### src/hw/ptq_pkg.sv
// Constants, encodings and helpers for the transmit queue framing control block
package ptq_pkg;
  localparam logic [11:0] A_CTRL_A = 12'h000;
  localparam logic [11:0] A_CTRL_B = 12'h004;
  localparam logic [11:0] A_BYTE_COUNT = 12'h008;
  localparam logic [11:0] A_SW_ABORT = 12'h00c;
  localparam logic [11:0] A_AUTO_ABORT = 12'h010;
  localparam logic [11:0] A_QUEUE_BASE = 12'h100;
  localparam logic [11:0] A_QUEUE_END = 12'h228;
  localparam logic [6:0] QUEUE_DEPTH = 7'h4a;
  localparam logic [6:0] QUEUE_LAST = 7'h49;
  localparam int CA_RAW = 0;
  localparam int CA_FIFO = 1;
  localparam int CA_QUIET = 2;
  localparam int CA_SR_OFF = 3;
  localparam int CA_CROSS_OFF = 4;
  localparam int CA_CABLE_EN = 5;
  localparam int CB_GO = 0;
  localparam int CB_PTR_CLR = 1;
  localparam int CB_ABORT = 2;
  localparam int CB_PERMIT = 3;
  localparam int CB_SOP_LSB = 4;
  localparam int CB_RESET_KIND = 7;
  localparam int AB_SOFTWARE = 0;
  localparam int AB_RX = 1;
  localparam int AB_BUSY = 2;
  localparam int AB_DONE = 3;
  localparam logic [5:0] CTRL_A_RESET = 6'h00;
  localparam logic [6:0] BYTE_COUNT_RESET = 7'h00;
  localparam logic [2:0] SOP_PRIMARY = 3'h0;
  localparam logic [4:0] SYM_SYNC1 = 5'h18;
  localparam logic [4:0] SYM_SYNC2 = 5'h11;
  localparam logic [4:0] SYM_EOP = 5'h0d;
  localparam logic [7:0] CODE_CRC = 8'hff;
  localparam logic [7:0] CODE_STOP = 8'hfe;
  localparam logic [31:0] CRC_INIT = 32'hffffffff;
  localparam logic [31:0] CRC_POLY_REFL = 32'hedb88320;
  localparam logic [1:0] RESP_OKAY = 2'h0;
  localparam logic [1:0] RESP_SLVERR = 2'h2;
  localparam int CLK_PERIOD_NS = 10;
  localparam int TURNAROUND_NS = 1000;
  localparam int POWERUP_NS = 1000;
  localparam logic [7:0] TA_CYCLES = 8'((TURNAROUND_NS + CLK_PERIOD_NS - 1) / CLK_PERIOD_NS);
  localparam logic [7:0] PU_CYCLES = 8'((POWERUP_NS + CLK_PERIOD_NS - 1) / CLK_PERIOD_NS);
  localparam logic [1:0] SRC_SR_ACK = 2'h0;
  localparam logic [1:0] SRC_ACK = 2'h1;
  localparam logic [1:0] SRC_BIST = 2'h2;
  localparam logic [1:0] SRC_SW = 2'h3;

  typedef enum logic [3:0] {
    S_IDLE, S_WAIT_TIMERS, S_WAIT_IDLE, S_TA_AGAIN, S_AUTO_RSP, S_SOP, S_DATA, S_CRC, S_EOP, S_DONE
  } ptq_state_e;

  function automatic logic [4:0] ptq_enc(input logic [3:0] nib);
    logic [4:0] sym;
    sym = 5'h00;
    unique case (nib)
      4'h0: sym = 5'h1e;
      4'h1: sym = 5'h09;
      4'h2: sym = 5'h14;
      4'h3: sym = 5'h15;
      4'h4: sym = 5'h0a;
      4'h5: sym = 5'h0b;
      4'h6: sym = 5'h0e;
      4'h7: sym = 5'h0f;
      4'h8: sym = 5'h12;
      4'h9: sym = 5'h13;
      4'ha: sym = 5'h16;
      4'hb: sym = 5'h17;
      4'hc: sym = 5'h1a;
      4'hd: sym = 5'h1b;
      4'he: sym = 5'h1c;
      4'hf: sym = 5'h1d;
    endcase
    return sym;
  endfunction : ptq_enc

  // Reflected CRC32, one nibble, least significant bit first
  function automatic logic [31:0] ptq_crc_nib(input logic [31:0] crc, input logic [3:0] nib);
    logic [31:0] c;
    c = crc ^ {28'h0000000, nib};
    for (int i = 0; i < 4; i++) begin
      c = c[0] ? ((c >> 1) ^ CRC_POLY_REFL) : (c >> 1);
    end
    return c;
  endfunction : ptq_crc_nib
endpackage : ptq_pkg

### src/hw/ptq_tx_control.sv
// Transmit queue, launch arbitration, abort handling and symbol framing
//
// Functional notes
// - Automatic mode: queue holds only header and data object bytes.
// - Automatic mode: byte count places the CRC; hardware adds SOP and EOP.
// - Raw byte with bit 5 clear: low nibble feeds CRC and gets encoded.
// - Raw byte with bit 5 set: low five bits sent as-is, no CRC.
// - Nibble to five-bit symbol uses the fixed sixteen-entry table.
// - Sync-1, Sync-2, EOP, RST1, RST2 queued as symbols with bit 5 set.
// - Byte ff ends data; accumulated CRC32 is then sent.
// - Byte fe stops the transmission at once.
// - Raw mode without stop code wraps the queue forever.
// - Raw mode ignores the byte count; only the stop code ends it.
// - Four request sources: soft-reset ack, ack, BIST count, software launch.
// - Launch powers analog, waits timers; software and received events may abort.
// - After timers: idle line starts, busy line discards unless kept.
// - Kept request waits idle then turn-around again, still abortable.
// - Software hard and cable resets ignore received-event aborts.
// - Good packet aborts only on SOP match or cross rule, non-duplicate or soft reset.
// - Ping and ack messages never abort.
// - Software and auto-response aborts report in separate status and flags.
// - Queue of 74 bytes, addressable buffer or write-only FIFO.
`timescale 1ns/100ps
module ptq_tx_control import ptq_pkg::*; (
  input wire logic aclk,
  input wire logic aresetn,
  input wire logic [11:0] awaddr,
  input wire logic awvalid,
  output logic awready,
  input wire logic [31:0] wdata,
  input wire logic [3:0] wstrb,
  input wire logic wvalid,
  output logic wready,
  output logic [1:0] bresp,
  output logic bvalid,
  input wire logic bready,
  input wire logic [11:0] araddr,
  input wire logic arvalid,
  output logic arready,
  output logic [31:0] rdata,
  output logic [1:0] rresp,
  output logic rvalid,
  input wire logic rready,
  input wire logic req_sr_ack,
  input wire logic req_ack,
  input wire logic req_bist,
  input wire logic [2:0] auto_sop,
  input wire logic auto_done,
  input wire logic rx_busy,
  input wire logic line_idle,
  input wire logic rx_good,
  input wire logic [2:0] rx_sop,
  input wire logic rx_soft_reset,
  input wire logic rx_ping_or_ack,
  input wire logic rx_duplicate,
  input wire logic rx_hard_reset,
  input wire logic rx_cable_reset,
  input wire logic sym_ready,
  output logic sym_valid,
  output logic [4:0] sym_data,
  output logic analog_pwr_en,
  output logic frame_start,
  output logic auto_start,
  output logic sw_abort_flag,
  output logic auto_abort_flag
);
  logic [7:0] mem [0:73];
  ptq_state_e st, next_st;
  logic [5:0] ctrl_a, next_ctrl_a;
  logic go, next_go, reset_kind, next_reset_kind, permit, next_permit;
  logic [2:0] sop_sel, next_sop_sel, pend_sop, next_pend_sop, pend, next_pend;
  logic [6:0] byte_count, next_byte_count, wr_ptr, next_wr_ptr, rd_ptr, next_rd_ptr;
  logic [6:0] bytes_left, next_bytes_left;
  logic [3:0] sw_ab, next_sw_ab, auto_ab, next_auto_ab;
  logic [1:0] src, next_src;
  logic [7:0] ta_cnt, next_ta_cnt, pu_cnt, next_pu_cnt;
  logic [31:0] crc, next_crc, next_rdata;
  logic [3:0] idx, next_idx;
  logic nib_hi, next_nib_hi;
  logic next_awready, next_wready, next_bvalid, next_arready, next_rvalid;
  logic [1:0] next_bresp, next_rresp;
  logic next_sym_valid, next_analog, next_frame_start, next_auto_start;
  logic [4:0] next_sym_data;
  logic mem_we;
  logic [6:0] mem_wa;
  logic wr_fire, rd_fire, wq_hit, rq_hit, sw_abort_w, slot, rx_abort, keep, waiting;
  logic [6:0] wq_idx, rq_idx;
  logic [11:0] wq_off, rq_off;
  logic [7:0] cur_byte;
  logic [3:0] cur_nib;

  assign wr_fire = awready && awvalid && wvalid;
  assign rd_fire = arready && arvalid;
  assign wq_off = awaddr - A_QUEUE_BASE;
  assign rq_off = araddr - A_QUEUE_BASE;
  assign wq_hit = awaddr >= A_QUEUE_BASE && awaddr < A_QUEUE_END && awaddr[1:0] == 2'h0;
  assign rq_hit = araddr >= A_QUEUE_BASE && araddr < A_QUEUE_END && araddr[1:0] == 2'h0;
  assign wq_idx = wq_off[8:2];
  assign rq_idx = rq_off[8:2];
  assign sw_abort_w = wr_fire && wstrb[0] && awaddr == A_CTRL_B && wdata[CB_ABORT];
  assign slot = !sym_valid || sym_ready;
  assign cur_byte = mem[rd_ptr];
  assign cur_nib = nib_hi ? cur_byte[7:4] : cur_byte[3:0];
  assign waiting = st == S_WAIT_TIMERS || st == S_WAIT_IDLE || st == S_TA_AGAIN;
  // Busy line keeps the request instead of discarding it
  assign keep = ctrl_a[CA_QUIET] || (src == SRC_SR_ACK && !ctrl_a[CA_SR_OFF]);
  always_comb begin
    rx_abort = rx_hard_reset || (rx_cable_reset && ctrl_a[CA_CABLE_EN] && pend_sop != SOP_PRIMARY);
    if (rx_good && !rx_ping_or_ack && (rx_soft_reset || !rx_duplicate) && (rx_sop == pend_sop ||
        (rx_sop == SOP_PRIMARY && pend_sop != SOP_PRIMARY && !ctrl_a[CA_CROSS_OFF]))) begin
      rx_abort = 1'b1;
    end
    if (src == SRC_SW && reset_kind) begin
      rx_abort = 1'b0;
    end
  end

  always_comb begin
    next_awready = awvalid && wvalid && !awready && !bvalid;
    next_wready = awvalid && wvalid && !awready && !bvalid;
    next_bvalid = bvalid && !bready;
    next_bresp = bresp;
    next_arready = arvalid && !arready && !rvalid;
    next_rvalid = rvalid && !rready;
    next_rresp = rresp;
    next_rdata = rdata;
    next_ctrl_a = ctrl_a;
    next_go = go;
    next_sop_sel = sop_sel;
    next_reset_kind = reset_kind;
    next_byte_count = byte_count;
    next_wr_ptr = wr_ptr;
    next_sw_ab = sw_ab;
    next_auto_ab = auto_ab;
    next_pend = pend;
    next_permit = !go && !rx_busy && line_idle;
    mem_we = 1'b0;
    mem_wa = wq_idx;
    if (wr_fire) begin
      next_bvalid = 1'b1;
      next_bresp = RESP_OKAY;
      if (!wstrb[0]) begin
        next_bresp = RESP_OKAY;
      end else if (awaddr == A_CTRL_A) begin
        next_ctrl_a = wdata[5:0];
      end else if (awaddr == A_CTRL_B) begin
        if (!go) begin
          next_go = wdata[CB_GO];
          next_sop_sel = wdata[CB_SOP_LSB +: 3];
          next_reset_kind = wdata[CB_RESET_KIND];
        end
        if (wdata[CB_PTR_CLR]) begin
          next_wr_ptr = 7'h00;
        end
      end else if (awaddr == A_BYTE_COUNT) begin
        next_byte_count = wdata[6:0];
      end else if (awaddr == A_SW_ABORT) begin
        next_sw_ab = sw_ab & ~wdata[3:0];
      end else if (awaddr == A_AUTO_ABORT) begin
        next_auto_ab = auto_ab & ~wdata[3:0];
      end else if (wq_hit) begin
        // FIFO mode ignores the offset; writes past the last entry are dropped
        if (ctrl_a[CA_FIFO]) begin
          mem_we = wr_ptr < QUEUE_DEPTH;
          mem_wa = wr_ptr;
          next_wr_ptr = (wr_ptr < QUEUE_DEPTH) ? wr_ptr + 7'h01 : wr_ptr;
        end else begin
          mem_we = 1'b1;
        end
      end else begin
        next_bresp = RESP_SLVERR;
      end
    end
    if (rd_fire) begin
      next_rvalid = 1'b1;
      next_rresp = RESP_OKAY;
      next_rdata = 32'h00000000;
      if (araddr == A_CTRL_A) begin
        next_rdata[5:0] = ctrl_a;
      end else if (araddr == A_CTRL_B) begin
        next_rdata[7:0] = {reset_kind, sop_sel, permit, 2'h0, go};
      end else if (araddr == A_BYTE_COUNT) begin
        next_rdata[6:0] = byte_count;
      end else if (araddr == A_SW_ABORT) begin
        next_rdata[3:0] = sw_ab;
      end else if (araddr == A_AUTO_ABORT) begin
        next_rdata[3:0] = auto_ab;
      end else if (rq_hit) begin
        next_rdata[7:0] = ctrl_a[CA_FIFO] ? 8'h00 : mem[rq_idx];
      end else begin
        next_rresp = RESP_SLVERR;
      end
    end
    // Requests held until taken; a new one outranks the clear
    next_pend = {pend[2] | req_bist, pend[1] | req_ack, pend[0] | req_sr_ack};
    next_st = st;
    next_src = src;
    next_pend_sop = pend_sop;
    next_ta_cnt = (ta_cnt != 8'h00) ? ta_cnt - 8'h01 : ta_cnt;
    next_pu_cnt = (pu_cnt != 8'h00) ? pu_cnt - 8'h01 : pu_cnt;
    next_rd_ptr = rd_ptr;
    next_bytes_left = bytes_left;
    next_crc = crc;
    next_idx = idx;
    next_nib_hi = nib_hi;
    next_sym_valid = sym_valid && !sym_ready;
    next_sym_data = sym_data;
    next_analog = analog_pwr_en;
    next_frame_start = 1'b0;
    next_auto_start = 1'b0;
    unique case (st)
      S_IDLE: begin
        next_analog = 1'b0;
        if (pend != 3'h0 || go) begin
          next_st = S_WAIT_TIMERS;
          next_analog = 1'b1;
          next_ta_cnt = TA_CYCLES;
          next_pu_cnt = PU_CYCLES;
          next_pend_sop = auto_sop;
          if (pend[0]) begin
            next_src = SRC_SR_ACK;
            next_pend[0] = req_sr_ack;
          end else if (pend[1]) begin
            next_src = SRC_ACK;
            next_pend[1] = req_ack;
          end else if (pend[2]) begin
            next_src = SRC_BIST;
            next_pend[2] = req_bist;
          end else begin
            next_src = SRC_SW;
            next_pend_sop = sop_sel;
          end
        end
      end
      S_WAIT_TIMERS, S_WAIT_IDLE, S_TA_AGAIN: begin
        if (sw_abort_w || rx_abort) begin
          next_st = S_IDLE;
          if (src == SRC_SW) begin
            next_go = 1'b0;
            next_sw_ab[rx_abort ? AB_RX : AB_SOFTWARE] = 1'b1;
          end else begin
            next_auto_ab[rx_abort ? AB_RX : AB_SOFTWARE] = 1'b1;
          end
        end else if (st == S_WAIT_IDLE) begin
          if (line_idle) begin
            next_st = S_TA_AGAIN;
            next_ta_cnt = TA_CYCLES;
          end
        end else if (ta_cnt == 8'h00 && pu_cnt == 8'h00) begin
          if (line_idle) begin
            next_crc = CRC_INIT;
            next_idx = 4'h0;
            next_rd_ptr = 7'h00;
            next_nib_hi = 1'b0;
            next_bytes_left = byte_count;
            if (src == SRC_SW) begin
              next_frame_start = 1'b1;
              next_st = ctrl_a[CA_RAW] ? S_DATA : S_SOP;
            end else begin
              next_auto_start = 1'b1;
              next_st = S_AUTO_RSP;
            end
          end else if (keep) begin
            next_st = S_WAIT_IDLE;
          end else begin
            next_st = S_IDLE;
            if (src == SRC_SW) begin
              next_go = 1'b0;
              next_sw_ab[AB_BUSY] = 1'b1;
            end else begin
              next_auto_ab[AB_BUSY] = 1'b1;
            end
          end
        end
      end
      S_AUTO_RSP: begin
        if (auto_done) begin
          next_st = S_IDLE;
          next_auto_ab[AB_DONE] = 1'b1;
        end
      end
      S_SOP: begin
        if (slot) begin
          next_sym_valid = 1'b1;
          next_sym_data = (idx == 4'h3) ? SYM_SYNC2 : SYM_SYNC1;
          next_idx = idx + 4'h1;
          if (idx == 4'h3) begin
            next_idx = 4'h0;
            next_st = (byte_count == 7'h00) ? S_CRC : S_DATA;
          end
        end
      end
      S_DATA: begin
        if (slot && !ctrl_a[CA_RAW]) begin
          // Bytes only, low nibble first; count alone places the CRC
          next_sym_valid = 1'b1;
          next_sym_data = ptq_enc(cur_nib);
          next_crc = ptq_crc_nib(crc, cur_nib);
          next_nib_hi = !nib_hi;
          if (nib_hi) begin
            next_rd_ptr = rd_ptr + 7'h01;
            next_bytes_left = bytes_left - 7'h01;
            if (bytes_left == 7'h01) begin
              next_st = S_CRC;
            end
          end
        end else if (slot) begin
          // Only the stop code ends a raw frame, so the pointer wraps
          next_rd_ptr = (rd_ptr == QUEUE_LAST) ? 7'h00 : rd_ptr + 7'h01;
          if (cur_byte == CODE_STOP) begin
            next_st = S_DONE;
          end else if (cur_byte == CODE_CRC) begin
            next_st = S_CRC;
            next_idx = 4'h0;
          end else if (cur_byte[5]) begin
            next_sym_valid = 1'b1;
            next_sym_data = cur_byte[4:0];
          end else begin
            next_sym_valid = 1'b1;
            next_sym_data = ptq_enc(cur_byte[3:0]);
            next_crc = ptq_crc_nib(crc, cur_byte[3:0]);
          end
        end
      end
      S_CRC: begin
        if (slot) begin
          next_sym_valid = 1'b1;
          next_sym_data = ptq_enc(4'(~crc >> {idx[2:0], 2'h0}));
          next_idx = idx + 4'h1;
          if (idx == 4'h7) begin
            next_idx = 4'h0;
            next_st = ctrl_a[CA_RAW] ? S_DATA : S_EOP;
          end
        end
      end
      S_EOP: begin
        if (slot) begin
          next_sym_valid = 1'b1;
          next_sym_data = SYM_EOP;
          next_st = S_DONE;
        end
      end
      S_DONE: begin
        if (slot) begin
          next_st = S_IDLE;
          next_go = 1'b0;
          next_sw_ab[AB_DONE] = 1'b1;
        end
      end
    endcase
  end

  always_ff @(posedge aclk) begin
    if (mem_we) begin
      mem[mem_wa] <= wdata[7:0];
    end
  end

  always_ff @(posedge aclk) begin
    if (!aresetn) begin
      st <= S_IDLE;
      ctrl_a <= CTRL_A_RESET;
      go <= 1'b0;
      sop_sel <= SOP_PRIMARY;
      reset_kind <= 1'b0;
      permit <= 1'b0;
      byte_count <= BYTE_COUNT_RESET;
      wr_ptr <= 7'h00;
      rd_ptr <= 7'h00;
      bytes_left <= 7'h00;
      sw_ab <= 4'h0;
      auto_ab <= 4'h0;
      pend <= 3'h0;
      src <= SRC_SW;
      pend_sop <= SOP_PRIMARY;
      ta_cnt <= 8'h00;
      pu_cnt <= 8'h00;
      crc <= CRC_INIT;
      idx <= 4'h0;
      nib_hi <= 1'b0;
      awready <= 1'b0;
      wready <= 1'b0;
      bvalid <= 1'b0;
      bresp <= RESP_OKAY;
      arready <= 1'b0;
      rvalid <= 1'b0;
      rresp <= RESP_OKAY;
      rdata <= 32'h00000000;
      sym_valid <= 1'b0;
      sym_data <= 5'h00;
      analog_pwr_en <= 1'b0;
      frame_start <= 1'b0;
      auto_start <= 1'b0;
      sw_abort_flag <= 1'b0;
      auto_abort_flag <= 1'b0;
    end else begin
      st <= next_st;
      ctrl_a <= next_ctrl_a;
      go <= next_go;
      sop_sel <= next_sop_sel;
      reset_kind <= next_reset_kind;
      permit <= next_permit;
      byte_count <= next_byte_count;
      wr_ptr <= next_wr_ptr;
      rd_ptr <= next_rd_ptr;
      bytes_left <= next_bytes_left;
      sw_ab <= next_sw_ab;
      auto_ab <= next_auto_ab;
      pend <= next_pend;
      src <= next_src;
      pend_sop <= next_pend_sop;
      ta_cnt <= next_ta_cnt;
      pu_cnt <= next_pu_cnt;
      crc <= next_crc;
      idx <= next_idx;
      nib_hi <= next_nib_hi;
      awready <= next_awready;
      wready <= next_wready;
      bvalid <= next_bvalid;
      bresp <= next_bresp;
      arready <= next_arready;
      rvalid <= next_rvalid;
      rresp <= next_rresp;
      rdata <= next_rdata;
      sym_valid <= next_sym_valid;
      sym_data <= next_sym_data;
      analog_pwr_en <= next_analog;
      frame_start <= next_frame_start;
      auto_start <= next_auto_start;
      sw_abort_flag <= |next_sw_ab[2:0];
      auto_abort_flag <= |next_auto_ab[2:0];
    end
  end
endmodule : ptq_tx_control

### config.mk
export PLATFORM = sky130hd
export DESIGN_NAME = ptq_tx_control
export DESIGN_NICKNAME = d
export VERILOG_FILES = /design/src/hw/ptq_pkg.sv /design/src/hw/ptq_tx_control.sv
export SDC_FILE = /design/constraint.sdc
export NUM_CORES = 1
export LEC_CHECK = 0
export BUFFER_PORTS_ARGS = -buffer_cell sky130_fd_sc_hd__buf_2
export CORE_ASPECT_RATIO = 0.8
export CORE_UTILIZATION = 50
export CTS_CLUSTER_DIAMETER = 40
export CTS_CLUSTER_SIZE = 28
export DETAILED_ROUTE_END_ITERATION = 16
export MAX_ROUTING_LAYER = met4
export PLACE_DENSITY = 0.67
export REMOVE_ABC_BUFFERS = 1
export SYNTH_ARGS = -nofsm -noshare
export SYNTH_HDL_FRONTEND = slang
export SYNTH_SLANG_ARGS = --single-unit
export TNS_END_PERCENT = 1
### constraint.sdc
create_clock -name aclk -period 5 [get_ports aclk]
set_input_delay 0.5 -clock aclk [delete_from_list [all_inputs] [get_ports aclk]]
set_output_delay 0.5 -clock aclk [all_outputs]
set_load 0.02 [all_outputs]
==> results.sh <==
export IMPL_crit_end="crc[21]"
export IMPL_critical_path_slowest_cell="a2111oi_0"
export IMPL_synth_simple_area_share_pct=7.97
export IMPL_synth_area_leaders="edfxtp_1, mux4_2, dfxtp_1"
export IMPL_rows=88
export IMPL_slew_viol_final=0
export IMPL_setup_ws_ns=0.315
export IMPL_totalWireLength_um=108000
export IMPL_synthAdderAreaFrac_pct=0.344
export IMPL_maxCapViolations=0
export IMPL_fillers=5488
export IMPL_powerDensity_nw_per_um2=375
export IMPL_numCtsBuffers=94
export IMPL_critical_path_class="flop to flop"
export IMPL_nets=2777
export IMPL_synth_top_area_cell="edfxtp_1"
export IMPL_overflow=0
export IMPL_dp_slack_ns=0.453
export IMPL_cts_clk_slew_worst_paths_ns=0.06
export IMPL_synth_edf_count=592
export IMPL_critPathMaxFanout=59
export IMPL_fin_util_pct=57.8
export IMPL_post_cts_buffers=0
export IMPL_cts_resized=0
export IMPL_synth_warnings=0
export IMPL_track_usage_pct=30.2
export IMPL_coreArea_um2=72100
export IMPL_worst_pin_slew_ns=1.42
export IMPL_antenna_found_initial=6
export IMPL_r2r_end="crc[21]"
export IMPL_holdBufCountCts=1
export IMPL_end_kind="flop"
export IMPL_cpMostUsedCell="buf_4"
export IMPL_clk_path_buf_depth=3
export IMPL_htreeDepth=3
export IMPL_drive_above_1_share_pct=27.2
export IMPL_start_util_pct=50.5
export IMPL_synth_top_area_share_pct=48.8
export IMPL_clk_latency_ns=0.67
export IMPL_crit_chain="buf_12 -> mux4_2 -> a22o_1 -> a2111oi_0 -> buf_4 -> o311ai_2 -> mux2i_4 -> and2b_1 -> nor4_2 -> nor3_2 -> buf_4 -> xor2_1 -> a21oi_1"
export IMPL_fp_dieH_um=243
export IMPL_avgViaCountPerCell=6.58
export IMPL_ir_drop_v=0.000268
export IMPL_io_pins=138
export IMPL_worstHoldPathType="input port to flop"
export IMPL_status="finished, final reports clean"
export IMPL_drt_pass1_iterations=6
export IMPL_clock_skew_ns=0.0335
export IMPL_cp_data_required_time_ns=5.54
export IMPL_start_kind="flop"
export IMPL_tns_ns=0
export IMPL_synth_cells=2502
export IMPL_r2r_cells=13
export IMPL_synthMuxAreaShare_pct=22.9
export IMPL_finalPower_mw=15.6
export IMPL_ys_seq_area_share_pct=56.8
export IMPL_synth_xor_area_share_pct=2.27
export IMPL_area_growth_syn_to_layout_pct=14.5
export IMPL_synth_distinct_cells=91
export IMPL_via_count=24400
export IMPL_syn_area_um2=36400
export IMPL_drc_errors=0
export IMPL_cpPeakStageDelay_ns=0.71
export IMPL_antenna_left=0
export IMPL_finalHoldViolCount=0
export IMPL_die_w_um=304
export IMPL_fin_area_um2=41700
export IMPL_slew_limit_headroom_pct=5.37
export IMPL_port_buffers=84
export IMPL_cts_root_buf="clkbuf_16"
export IMPL_finalSetupViolations=0
export IMPL_wl_per_cell_um=29.1
export IMPL_synth_top_family_by_area="multiplexers"
export IMPL_async_reset_ff_share_pct=0
export IMPL_ys_flop_type="edfxtp_1"
export IMPL_place_area_um2=38400
export IMPL_grt_max_degree=95
export IMPL_p_leak_nw=13.6
export IMPL_cp_arrival_ns=5.22
export IMPL_ys_ff_latch=737
export IMPL_grt_pass1_wl_um=159000
export IMPL_synth_compound_area_share_pct=6.53
export IMPL_cts_sinks=737
export IMPL_drt_iter0_drc=3362
export IMPL_rsz0062_at_grt="no"
export IMPL_rrSetupSlack_ns=0.32
export IMPL_grt_pass1_vias=23700
export IMPL_dieArea_um2=73900
export IMPL_cts_tree="done"
export IMPL_fmax_ghz=0.213
export IMPL_place_congestion=0.944
export IMPL_dp_hpwl_um=72600
export IMPL_syn_avg_cell_area_um2=14.6
export IMPL_finalCritPeriodShare_pct=93.7
export IMPL_finalWorstPathRequiredPeriod_ns=4.68
[worst max-delay path: cells and delay by family, from the launching register on]
family	cells	cell delay, ns
AOI/OAI and AO/OA	4	1.33
and+or+nand+nor	3	0.57
buffers and inverters	3	0.86
muxes	2	1.07
DFF	1	0.51
xor gates and xnor gates	1	0.16
[per-stage QoR]
stage,hold WS [ns],instances
after global placement,0.423,3529
after global routing,0.0805,3709
final,0.0719,3709
after detailed placement,0.451,3529
after CTS,0.0531,3706
after floorplan,0.453,2336
[registers in the layout (all words and copies together), names as in the netlist, 7 cells and up, named ones only]
name        cells
rd_ptr          7
pu_cnt          8
bytes_left      7
byte_count      7
ta_cnt          8
rdata           8
mem           592
crc            32
wr_ptr          7
[power by group]
group | total, mW | internal [mW] | switching [mW]
combinational | 1.78 | 0.714 | 1.07
clock | 6.96 | 4.04 | 2.92
sequential | 6.88 | 6.73 | 0.143
total | 15.6 | 11.5 | 4.13
[worst min path at each step]
stage                from          to  slack [ns]  depth (start not counted)
6_report       req_sr_ack     pend[0]        0.07                          3
5_1_grt           req_ack     pend[1]        0.08                          3
4_1_cts        req_sr_ack     pend[0]        0.05                          3
3_5_place_dp       bvalid      wready        0.45                          1
3_3_place_gp       bvalid      wready        0.42                          1
2_1_floorplan  auto_ab[3]  auto_ab[3]        0.45                          2
[routing by layer]
layer / vias to the layer above / GRT usage, % / share of wire [%]
li1: 10200 / - / -
met1: 12300 / 41.8 / 40
met2: 1582 / 42.9 / 44
met3: 247 / 8.18 / 13
met4: 0 / 10.9 / 3.7
met5: - / - / 0
[layout make-up]
| cell class | instances | area (um2) | share of cell area (%) |
|---|---|---|---|
| antenna | 3 | 7.51 | 0.0180 |
| clock buffer | 105 | 2500 | 5.99 |
| clock inverter | 71 | 758 | 1.82 |
| inverter | 24 | 90.1 | 0.216 |
| multi-input combinational | 1575 | 14700 | 35.2 |
| sequential | 737 | 20700 | 49.6 |
| tap | 945 | 1180 | 2.84 |
| timing repair buffer | 249 | 1810 | 4.33 |
[kinds of logic after synthesis]
logic type,Yosys count
XOR/XNOR,86
adder cells (fa/ha/maj),10
multiplexers,474
AO/OA/AOI/OAI,359
flip-flops,737
AND/OR/NAND/NOR,620
other,1
buffers and inverters,215
[Yosys cell counts, types with 9 or more instances]
library cell  instances
nand2b_1             25
a21oi_1              96
a221oi_1             13
mux2_2               16
nand3b_1             14
nand2_1             139
inv_1                22
nor2_1              247
buf_4                40
a22oi_1              60
mux2i_1             172
nand3_1              51
a211oi_1             35
clkbuf_1             83
mux4_2              283
and3_1                9
nand4_1              12
buf_1                21
ha_1                 10
buf_2                28
buf_6                12
xnor2_1              41
o21ai_0              49
nor4_1               15
nor2b_1              31
edfxtp_1            592
o22ai_1               9
nor3_1               28
and2_1               12
xor2_1               38
a31oi_1              14
o21ai_1              22
dfxtp_1             145
[placed cells by master, fill, tap and decap left out, types with 22 or more instances in the layout]
cell type / Yosys / layout
a211oi_1: 35 / 35
xnor2_1: 41 / 41
a21oi_1: 96 / 96
edfxtp_1: 592 / 592
clkbuf_16: 0 / 98
buf_4: 40 / 155
xor2_1: 38 / 38
mux2i_1: 172 / 172
nor3_1: 28 / 28
nand3_1: 51 / 51
mux4_2: 283 / 283
inv_1: 22 / 22
nand2b_1: 25 / 25
buf_2: 28 / 81
nor2_1: 247 / 246
o21ai_1: 22 / 22
nor2b_1: 31 / 30
nand2_1: 139 / 139
a22oi_1: 60 / 60
conb_1: 1 / 26
dfxtp_1: 145 / 141
o21ai_0: 49 / 49
Power figures use the tool's default switching activity.
